<file path="src/logic/dimf_pkg.sv">
/*
 * Shared constants and carriers for the detector interface mode controller:
 * command address windows, mode encoding, decoded command record.
 * Assumes one clock domain and decoded command strobes from the link front end.
 */
// Operation
// Writing 0x0001 to spill-warning register arms device; device clears bit when done.
// Addresses 0x0000 through 0x0090 decode as block transfer commands.
// Default config sets at 0x1000, 0x3000, 0x5000, 0x7000, 4K words each.
// Alternative config sets at 0x2000, 0x4000, 0x6000, 0x8000, 4K words each.
// Top controller has exactly three states: sleep, ready, operating.
// Sleep keeps link, register access and config loading alive, detector unpowered.
// Ready allows everything; measurement starts only if configured and error free.
// Operating refuses config loading and debug commands.
// Operating lets chip-side logic run autonomously and generate triggers.
// Sleep to ready on power-on, async spill warning, mode select, pulsed supply.
// Back to sleep on regulators-off power-on, mode select, pulsed supply.
// Ready to operating only when configured and no error; else no change.
// Ready to operating on acquisition start, sync spill warning, results fetch.
// Operating to ready on stop, buffer full, saturation, readout done, reset.
// Chip-side sub-machines run independently of the top controller.
// Command arriving while busy is refused and raises busy-reject flag.
// Unmapped address is unknown command and changes no stored configuration.
// After reset enter sleep and hold until a sleep-to-ready trigger.
package dimf_pkg;
	localparam logic [15:0] CMD_LAST      = 16'h0090;
	localparam logic [15:0] SPILL_ADDR    = 16'h001c;
	localparam logic [15:0] SPILL_SET_VAL = 16'h0001;
	localparam logic [15:0] SLAB_BASE     = 16'h1000;
	localparam logic [15:0] SLAB_LAST     = 16'h8fff;
	localparam logic [15:0] SPILL_RESET   = 16'h0000;
	localparam int          SPILL_HOLD_NS = 100;
	localparam int          CLK_NS        = 4;
	localparam int          SPILL_CYCLES  = (SPILL_HOLD_NS + CLK_NS - 1) / CLK_NS;

	typedef enum logic [1:0] {
		DIMF_SLEEP,
		DIMF_READY,
		DIMF_OPER
	} dimf_mode_t;

	typedef enum logic [1:0] {
		DIMF_ADDR_CMD,
		DIMF_ADDR_SLAB,
		DIMF_ADDR_UNKNOWN
	} dimf_addr_t;

	// Decoded command strobes, one cycle each
	typedef struct packed {
		logic power_on;
		logic regs_off;
		logic mode_select_cmd;
		logic pulse_dbg;
		logic acq_start;
		logic acq_stop;
		logic results_fetch;
		logic reset_cmd;
	} dimf_cmd_t;

	// Chip-side conditions, levels
	typedef struct packed {
		logic config_done;
		logic error_pending;
		logic buffer_full_flag;
		logic analog_memory_saturated;
		logic readout_done;
	} dimf_cond_t;
endpackage
</file>
<file path="src/logic/dimf_addr_decode.sv">
/*
 * Address decoder for the command address field of block transfers.
 * Assumes the address is stable in the cycle the block header is valid.
 */
`timescale 1ns/1ps
module dimf_addr_decode
	import dimf_pkg::*;
(
	input  wire logic [15:0] addr,
	output dimf_addr_t       kind,
	output logic [1:0]       slab,
	output logic             alt_set,
	output logic [11:0]      word
);
	// Slab windows pair default/alternative: slab = (top nibble - 1) / 2
	logic [3:0] nib;
	logic [3:0] nib_m1;
	assign nib    = addr[15:12];
	assign nib_m1 = nib - 4'h1;
	assign slab    = nib_m1[2:1];
	assign alt_set = nib_m1[0];          // Even top nibble is the alternative set
	assign word    = addr[11:0];

	always_comb begin
		if (addr <= CMD_LAST) begin
			kind = DIMF_ADDR_CMD;
		end else if (addr >= SLAB_BASE && addr <= SLAB_LAST) begin
			kind = DIMF_ADDR_SLAB;
		end else begin
			kind = DIMF_ADDR_UNKNOWN;
		end
	end
endmodule

</file>
<file path="src/logic/dimf_mode_fsm.sv">
/*
 * Top-level mode controller: three-state machine, spill-warning register,
 * block transfer address classification and command acceptance.
 * Assumes command strobes and block headers arrive synchronous to clk_sys;
 * only the asynchronous spill warning pin is synchronised here.
 */
`timescale 1ns/1ps
module dimf_mode_fsm
	import dimf_pkg::*;
#(
	parameter int SPILL_LEN = SPILL_CYCLES
)(
	input  wire logic        clk_sys,
	input  wire logic        reset,
	input  wire dimf_cmd_t   cmd,
	input  wire dimf_cond_t  cond,
	input  wire logic        spill_pin,
	input  wire logic        blk_valid,
	input  wire logic [15:0] blk_addr,
	input  wire logic [15:0] blk_data,
	input  wire logic        blk_write,
	input  wire logic        busy,
	output dimf_mode_t       mode,
	output logic             spill_warning_control,
	output logic             detector_power,
	output logic             chip_autonomous,
	output logic             cfg_wr,
	output logic [1:0]       cfg_slab,
	output logic             cfg_alt,
	output logic [11:0]      cfg_word,
	output logic [15:0]      cfg_data,
	output logic             cmd_exec,
	output logic [15:0]      cmd_addr,
	output logic             busy_reject_flag,
	output logic             unknown_flag,
	output logic             refused_flag
);
	typedef struct packed {
		dimf_mode_t  mode;
		logic        spill;
		logic [7:0]  spill_cnt;
		logic        sync1;
		logic        sync2;
		logic        sync3;
		logic        cfg_wr;
		logic [1:0]  cfg_slab;
		logic        cfg_alt;
		logic [11:0] cfg_word;
		logic [15:0] cfg_data;
		logic        cmd_exec;
		logic [15:0] cmd_addr;
		logic        busy_rej;
		logic        unknown;
		logic        refused;
	} dimf_state_t;

	dimf_state_t st;
	dimf_state_t next_st;

	dimf_addr_t  kind;
	logic [1:0]  dec_slab;
	logic        dec_alt;
	logic [11:0] dec_word;

	dimf_addr_decode dimf_addr_decode_inst (
		.addr    (blk_addr),
		.kind    (kind),
		.slab    (dec_slab),
		.alt_set (dec_alt),
		.word    (dec_word)
	);

	logic spill_async;
	logic spill_wr;
	logic to_ready;
	logic to_sleep;
	logic start_req;
	logic stop_req;
	logic allowed;

	// Synchronised rising edge of the spill pin; reads second and third stage only
	assign spill_async = st.sync2 & ~st.sync3;
	assign spill_wr    = blk_valid & blk_write & ~busy & (blk_addr == SPILL_ADDR)
		& (blk_data == SPILL_SET_VAL);
	assign allowed     = cond.config_done & ~cond.error_pending;
	assign to_ready    = cmd.power_on & ~cmd.regs_off | spill_async
		| cmd.mode_select_cmd | cmd.pulse_dbg;
	assign to_sleep    = cmd.power_on & cmd.regs_off | cmd.mode_select_cmd
		| cmd.pulse_dbg;
	assign start_req   = cmd.acq_start | spill_wr | cmd.results_fetch;
	assign stop_req    = cmd.acq_stop | cond.buffer_full_flag
		| cond.analog_memory_saturated | cond.readout_done | cmd.reset_cmd;

	// Next state of everything; flags are one-cycle pulses per block
	always_comb begin
		next_st          = st;
		next_st.sync1    = spill_pin;
		next_st.sync2    = st.sync1;
		next_st.sync3    = st.sync2;
		next_st.cfg_wr   = 1'b0;
		next_st.cmd_exec = 1'b0;
		next_st.busy_rej = 1'b0;
		next_st.unknown  = 1'b0;
		next_st.refused  = 1'b0;

		// Mode machine; sleep holds until a wake trigger
		case (st.mode)
			DIMF_SLEEP: begin
				if (to_ready) begin
					next_st.mode = DIMF_READY;
				end
			end
			DIMF_READY: begin
				if (to_sleep) begin
					next_st.mode = DIMF_SLEEP;
				end else if (start_req && allowed) begin
					next_st.mode = DIMF_OPER;
				end
			end
			DIMF_OPER: begin
				if (stop_req) begin
					next_st.mode = DIMF_READY;
				end
			end
			default: begin
				next_st.mode = DIMF_SLEEP;
			end
		endcase

		// Spill-warning bit: set by write, self-clears when start taken or timed out
		if (spill_wr) begin
			next_st.spill     = 1'b1;
			next_st.spill_cnt = SPILL_LEN[7:0];
		end else if (st.spill) begin
			if (st.mode == DIMF_OPER || st.spill_cnt == 8'h00) begin
				next_st.spill = 1'b0;
			end else begin
				next_st.spill_cnt = st.spill_cnt - 8'h01;
			end
		end

		// Block transfer acceptance; busy refuses before anything else
		if (blk_valid) begin
			if (busy) begin
				next_st.busy_rej = 1'b1;
			end else begin
				case (kind)
					DIMF_ADDR_CMD: begin
						next_st.cmd_exec = 1'b1;
						next_st.cmd_addr = blk_addr;
					end
					DIMF_ADDR_SLAB: begin
						// Config loading is barred while taking data
						if (st.mode == DIMF_OPER) begin
							next_st.refused = 1'b1;
						end else if (blk_write) begin
							next_st.cfg_wr   = 1'b1;
							next_st.cfg_slab = dec_slab;
							next_st.cfg_alt  = dec_alt;
							next_st.cfg_word = dec_word;
							next_st.cfg_data = blk_data;
						end
					end
					default: begin
						next_st.unknown = 1'b1;
					end
				endcase
			end
		end
	end

	// Single register bank for the whole controller
	always_ff @(posedge clk_sys or posedge reset) begin
		if (reset) begin
			st           <= '0;
			st.mode      <= DIMF_SLEEP;
			st.cmd_addr  <= 16'h0000;
		end else begin
			st <= next_st;
		end
	end

	assign mode                  = st.mode;
	assign spill_warning_control = st.spill;
	// Chip-side sub-machines take this as a level and sequence on their own
	assign detector_power        = (st.mode != DIMF_SLEEP);
	assign chip_autonomous       = (st.mode == DIMF_OPER);
	assign cfg_wr                = st.cfg_wr;
	assign cfg_slab              = st.cfg_slab;
	assign cfg_alt               = st.cfg_alt;
	assign cfg_word              = st.cfg_word;
	assign cfg_data              = st.cfg_data;
	assign cmd_exec              = st.cmd_exec;
	assign cmd_addr              = st.cmd_addr;
	assign busy_reject_flag      = st.busy_rej;
	assign unknown_flag          = st.unknown;
	assign refused_flag          = st.refused;
endmodule

</file>
<file path="config.mk">
export PLATFORM = sky130hd
export DESIGN_NAME = dimf_mode_fsm
export DESIGN_NICKNAME = d
export VERILOG_FILES = /design/src/logic/dimf_pkg.sv /design/src/logic/dimf_addr_decode.sv /design/src/logic/dimf_mode_fsm.sv
export SDC_FILE = /design/constraint.sdc
export NUM_CORES = 1
export LEC_CHECK = 0
export ABC_AREA = 0
export BUFFER_PORTS_ARGS = -buffer_cell sky130_fd_sc_hd__buf_2
export CELL_PAD_IN_SITES_DETAIL_PLACEMENT = 1
export CELL_PAD_IN_SITES_GLOBAL_PLACEMENT = 1
export CORE_MARGIN = 2
export CORE_UTILIZATION = 42
export DETAILED_ROUTE_END_ITERATION = 8
export PLACE_DENSITY = 0.9
export SYNTH_ARGS = -nofsm -noshare
export SYNTH_HDL_FRONTEND = slang
export SYNTH_HIERARCHICAL = 1
export SYNTH_SLANG_ARGS = --single-unit
</file>
<file path="constraint.sdc">
create_clock -name clk_sys -period 5 [get_ports clk_sys]
set_input_delay 0.75 -clock clk_sys [delete_from_list [all_inputs] [get_ports clk_sys]]
set_output_delay 0.75 -clock clk_sys [all_outputs]
set_load 0.02 [all_outputs]
</file>
[Word-level counts from Yosys, hierarchy flattened]
Cells that the tools add are included.
Operators by class
  reductions and logical operators: 13
  $add $sub $neg: 2
  bitwise operators: 24
  equal/unequal tests: 9
  magnitude comparators: 3
  multiplexer cells: 22
Operators with widths (count)
  two-way mux 32 bit: 3
  two-way mux 52 bit: 1
  two-way mux 49 bit: 1
  two-way mux 9 bit: 2
  two-way mux 17 bit: 1
  equality test 16 x 1 -> 1 bit, second input constant: 1
  equality test 16 x 5 -> 1 bit, second input constant: 1
  >= comparator 16 x 13 -> 1 bit, second input constant: 1
  <= comparator 16 bit, second input constant: 1
  <= comparator 16 x 8 -> 1 bit, second input constant: 1
  two-way mux 2 bit: 7
  OR 1 bit: 11
  AND 1 bit: 8
  zero test 8 bit: 1
  two-way mux 8 bit: 1
  subtractor 8 x 1 -> 8 bit, second input constant: 1
  one-hot mux 2 bit (3 select lines): 1
  AND reduction 3 bit: 2
  two-way mux 1 bit: 5
  NOT 1 bit: 5
  AND reduction 5 bit: 1
  equality test 2 x 1 -> 1 bit, second input constant: 2
  zero test 2 bit: 2
  != test 2 bit, second input constant: 2
  9 further kinds: 11
Storage, ports and cells
  output and inout port bits: 57
  input port bits: 51
  flip-flop bits (word level): 66
  word-level logic and storage cells: 89

[Longest topological paths before layout]
  word-level depth: 10
  mapped depth: 10
  mapped depth without buffers: 9

[Hierarchy]
The synthesis kept the hierarchy.
Modules (own cells, without submodules)
  dimf_mode_fsm: area each 3120.5 um2, instances 1, seq. area each 1651.6 um2, cells each 245
  dimf_addr_decode: area each 234.0 um2, instances 1, seq. area each 0.0 um2, cells each 34

[Worst setup path before layout]
Ideal clock, no wire load.
  path type: in2reg
  from: in blk_addr[13]
  to: reg, netlist name cmd_addr[0]
  data required time: 4875 ps
  path buffers: 1
  stages: 9
  library setup time: 125 ps
  path slack: 2115 ps
  arrival time: 2761 ps
  cells stage by stage: inv_1 ha_1 nand2b_4 or4b_1 a21oi_1 a21oi_1 nor3_2 buf_2 mux2_2
On the way
  longest elaborated chain between the ends: 6
  elaborated cells between the ends (all ways): 8
  those cells by class: order compare (3); mux (2); reduce/logical (3)
Ends and longest elaborated chain
  start: declaration: RTL line dimf_mode_fsm.sv:19  | input wire logic [15:0] blk_addr,
  >= comparator 16 x 13 -> 1 bit or <= comparator 16 bit (tied branches): RTL line dimf_addr_decode.sv:27  | end else if (addr >= SLAB_BASE && addr <= SLAB_LAST) begin
  logical AND 1 bit: RTL line dimf_addr_decode.sv:27
  two-way mux 2 bit: RTL line dimf_addr_decode.sv:27
  two-way mux 2 bit (*): RTL line dimf_addr_decode.sv:25  | if (addr <= CMD_LAST) begin
  via kind[1]: RTL line dimf_mode_fsm.sv:60  | dimf_addr_t kind;
  zero test 2 bit (*): RTL line dimf_mode_fsm.sv:147  | case (kind)
  AND reduction 3 bit (no source line) (*)
Mark *: on every way through the listed nets, which the timed path passes. The rest lies on a longest branch.
A chain may end at the register's enable or synchronous reset.

[Final worst setup path]
  from: in blk_addr[12]
  to: reg st, in the netlist cfg_word[4]
On the way
  longest elaborated chain between the ends: 6
  elaborated cells between the ends (all ways): 8
  those cells by class: order compare (3); eq/ne (1); mux (2); reduce/logical (2)
Ends and longest elaborated chain
  >= comparator 16 x 13 -> 1 bit or <= comparator 16 bit (tied branches): RTL line dimf_addr_decode.sv:27
  logical AND 1 bit: RTL line dimf_addr_decode.sv:27
  two-way mux 2 bit: RTL line dimf_addr_decode.sv:27
  two-way mux 2 bit (*): RTL line dimf_addr_decode.sv:25
  via kind[1]: RTL line dimf_mode_fsm.sv:60
  equality test 2 x 1 -> 1 bit (*): RTL line dimf_mode_fsm.sv:147
  AND reduction 5 bit (no source line) (*)
  end signal: assignment: RTL line dimf_mode_fsm.sv:179  | st <= next_st;
  end: declaration: RTL line dimf_mode_fsm.sv:57  | dimf_state_t st;
Marks and branches as above.

==> metrics.md <==
| Metric | Value |
|---|---|
| RSZ-0062 raised after global routing | `no` |
| Post-cts sizing count | `0` |
| Antenna cells | `0` |
| Violation count after the first detailed-route iteration | `52` |
| Adder-cell share of the synthesized area | `0.0149` |
| Data required, critical path | `5.21 ns` |
| FMAX | `295 MHz` |
| WL/cell | `16.7 µm` |
| Vias/cell | `5.03` |
| Synth warn | `6` |
| Worst r2r src | `st[57]` |
| CTS root buf | `clkbuf_8` |
| Placed cell count | `425` |
| Worst Tran Pin Value | `0.856 ns` |
| Hpwl dp | `5.56 mm` |
| Overflow after GRT | `0` |
| Total CTS buffers | `9` |
| Setup TNS | `0 ns` |
| Area leader, netlist | `dfrtp_1` |
| H-tree depth | `3` |
| Filler cells | `873` |
| #FFs+latches synth | `66` |
| Pwr/cell area | `487 mW/mm²` |
| Reg2reg end | `st[59]` |
| Synth Area in Compound Gates | `0.0489` |
| Layout cells sized above 1 | `0.556` |
| Minimum clock period after layout | `3.39 ns` |
| CP endpoint | `cfg_word[4]` |
| Number of global-route vias before repair | `2313` |
| Max Slew Vio Count | `0` |
| Peak VDD IR | `222 µV` |
| Combinational power share | `0.339` |
| Mapped Cells | `279` |
| Row count | `32` |
| Distinct cells, synth | `44` |
| Syn_nets | `334` |
| Worst-path clk slew | `0.07 ns` |
| Period utilization | `0.679` |
| Residual DRC | `0` |
| Average size of a mapped cell | `12.0 µm²` |
| Core area | `0.00773 mm²` |
| Crit path max fanout | `32` |
| Worst-Skew Late Latency | `0.34 ns` |
| Switching pwr | `642 µW` |
| CP arrival | `3.61 ns` |
| Area Overhead vs Synth | `11.6%` |
| Largest family of logic cells by synthesized area | `buffers and inverters` |
| Mux contribution to synthesized area | `0.158` |
| Path category of the worst min-delay check | `flip-flop to flip-flop` |
| Port bufs | `107` |
| Setup bufs post-CTS | `0` |
| Nets | `389` |
| Largest cells by area after synthesis | `dfrtp_1, mux2_2, buf_4` |
| Total number of vias | `2212` |
| Clock network power share | `0.236` |
| Post-CTS Hold Buffers | `0` |
| Die X | `93.4 µm` |
| Drt first pass iters | `4` |
| Total of max-cap violations | `0` |
| CTS Buffer Depth | `2` |
| Final Non-Filler Cells | `440` |
| Final setup fails | `0` |
| Seq/Total Area, Yosys | `0.492` |
| GP Congestion | `0.715` |
| CP startpoint kind | `input port` |
| Post-synth top area share | `0.492` |
| Hold Violations, Final | `0` |
| Net Sw Frac | `0.352` |
| Static Leakage | `1.85 nW` |
| Cell Area, Synth | `0.00335 mm²` |
| Xor/xnor share of the synthesized area | `0.00783` |
| Die Y-Extent | `93.4 µm` |
| Clock tree from TritonCTS | `done` |
| CP Launch Point | `blk_addr[12]` |
| First-pass GRT wire length | `11.8 mm` |
| Simple-gate portion of the synthesized area | `0.120` |
| IO Count | `108` |
| Die footprint | `0.00872 mm²` |
| Crit. End Element | `flip-flop` |
| Relative slew margins | `0.429` |
| Clk_skew | `0.00532 ns` |
| Crit path kind | `input port to flip-flop` |
| Routed wire length | `7.33 mm` |
| DRT antenna net count | `0` |
| Largest net degree at the start of global routing | `67` |
| Initial antenna violation count | `0` |
| Status | `finished, final reports clean` |
| GRT Total Usage | `0.178` |
| Clk sink count | `66` |
| R2R Setup Slk | `2.79 ns` |
| Worst-case reg-to-reg path depth | `4` |
| Cell Int Power | `1.18 mW` |
| Hold path depth | `0` |
| Hold Slack | `0.361 ns` |
| Seq pwr share | `0.425` |
| Initial Util | `0.434` |
==> cells by family (layout without fill, tap and decap cells) <==
group,count (synthesis),in the layout
xor gates and xnor gates,3,3
buffers and inverters,79,138
DFF,66,66
adders and majority gates,4,4
muxes,47,47
and+or+nand+nor,59,59
AOI/OAI and AO/OA,21,21
==> metrics by stage <==
step                cell area (µm²)   util  power [mW]  setup WS, ns
CTS                            3740  0.485        1.85          1.59
finish                         3740  0.485        1.83          1.61
global route                   3740  0.485        1.93          1.44
detailed placement             3560  0.461        1.41          1.24
global placement               3560  0.461        1.38          1.47
floorplan                      3350      -        1.35          2.11
==> registers in the layout, summed over array words and instances (netlist names) <==
name,count
cmd_addr,16
cfg_word,12
mode,2
spill_warning_control,1
cfg_data,16
cfg_wr,1
cfg_slab,2
cfg_alt,1
next_st,2
st,9
unknown_flag,1
busy_reject_flag,1
refused_flag,1
cmd_exec,1
==> critical path, cell delays in order <==
cell and delay (ns):
buf_2 0.12, inv_1 0.08, ha_1 0.24, nand2b_4 0.08
or4b_1 0.46, a21oi_1 0.16, a21oi_1 0.10, nor3b_1 0.33
nand3_2 0.72, mux2_2 0.56
==> layout make-up <==
class	instances	area, µm²	area share
Timing Repair Buffer	109	551	0.147
Sequential cell	66	1650	0.441
Multi-Input combinational cell	134	1180	0.314
Clock inverter	3	40.0	0.0107
Inverter	14	52.6	0.0140
Clock buffer	12	145	0.0388
Tap cell	102	128	0.0341
==> power groups by stage <==
stage	sequential, mW	clock [mW]	combinational, mW
2_1_floorplan	0.769	0	0.584
3_3_place_gp	0.776	0	0.600
5_1_grt	0.800	0.465	0.670
4_1_cts	0.776	0.447	0.630
6_report	0.776	0.431	0.619
3_5_place_dp	0.785	0	0.628
==> how the worst min path moves through the flow <==
stage / slack, ns / to / from
after global routing: 0.38 / next_st[52] / next_st[53]
final: 0.36 / next_st[52] / next_st[53]
after CTS: 0.36 / next_st[52] / next_st[53]
after detailed placement: 0.35 / next_st[52] / next_st[53]
after global placement: 0.34 / next_st[52] / next_st[53]
after floorplan: 0.33 / next_st[52] / next_st[53]
==> synthesized netlist by cell type (all sizes together) <==
cell type and number:
a21oi 7, a31oi 1, and2 2, buf 64, clkbuf 1, dfrtp 66, ha 4, inv 14
mux2 47, nand2 8, nand2b 4, nand3 4, nand4 2, nor2 5, nor3 4, nor3b 1
nor4 5, nor4b 5, nor4bb 1, o21a 1, o21ai 2, o22ai 2, o311ai 1, o31a 2
o31ai 4, o41ai 1, or2 4, or3 5, or4 8, or4b 1, xnor2 1, xor2 2
==> placed cells by master, fill, tap and decap left out, types with 5 or more instances in the layout <==
cell      instances
dfrtp_1          66
nor4b_1           5
buf_2           107
clkbuf_8         10
a21oi_1           6
nor4_1            5
inv_1            13
mux2_2           47
nand2_1           8
nor2_1            5
==> routing by layer <==
metal,vias to the layer above,global-route usage,share of wire
li1,1026,-,-
met1,1106,0.221,0.43
met2,69,0.296,0.50
met3,11,0.0395,0.059
met4,0,0.0809,0.018
met5,-,0,0
(Power assumes the default switching activity.)
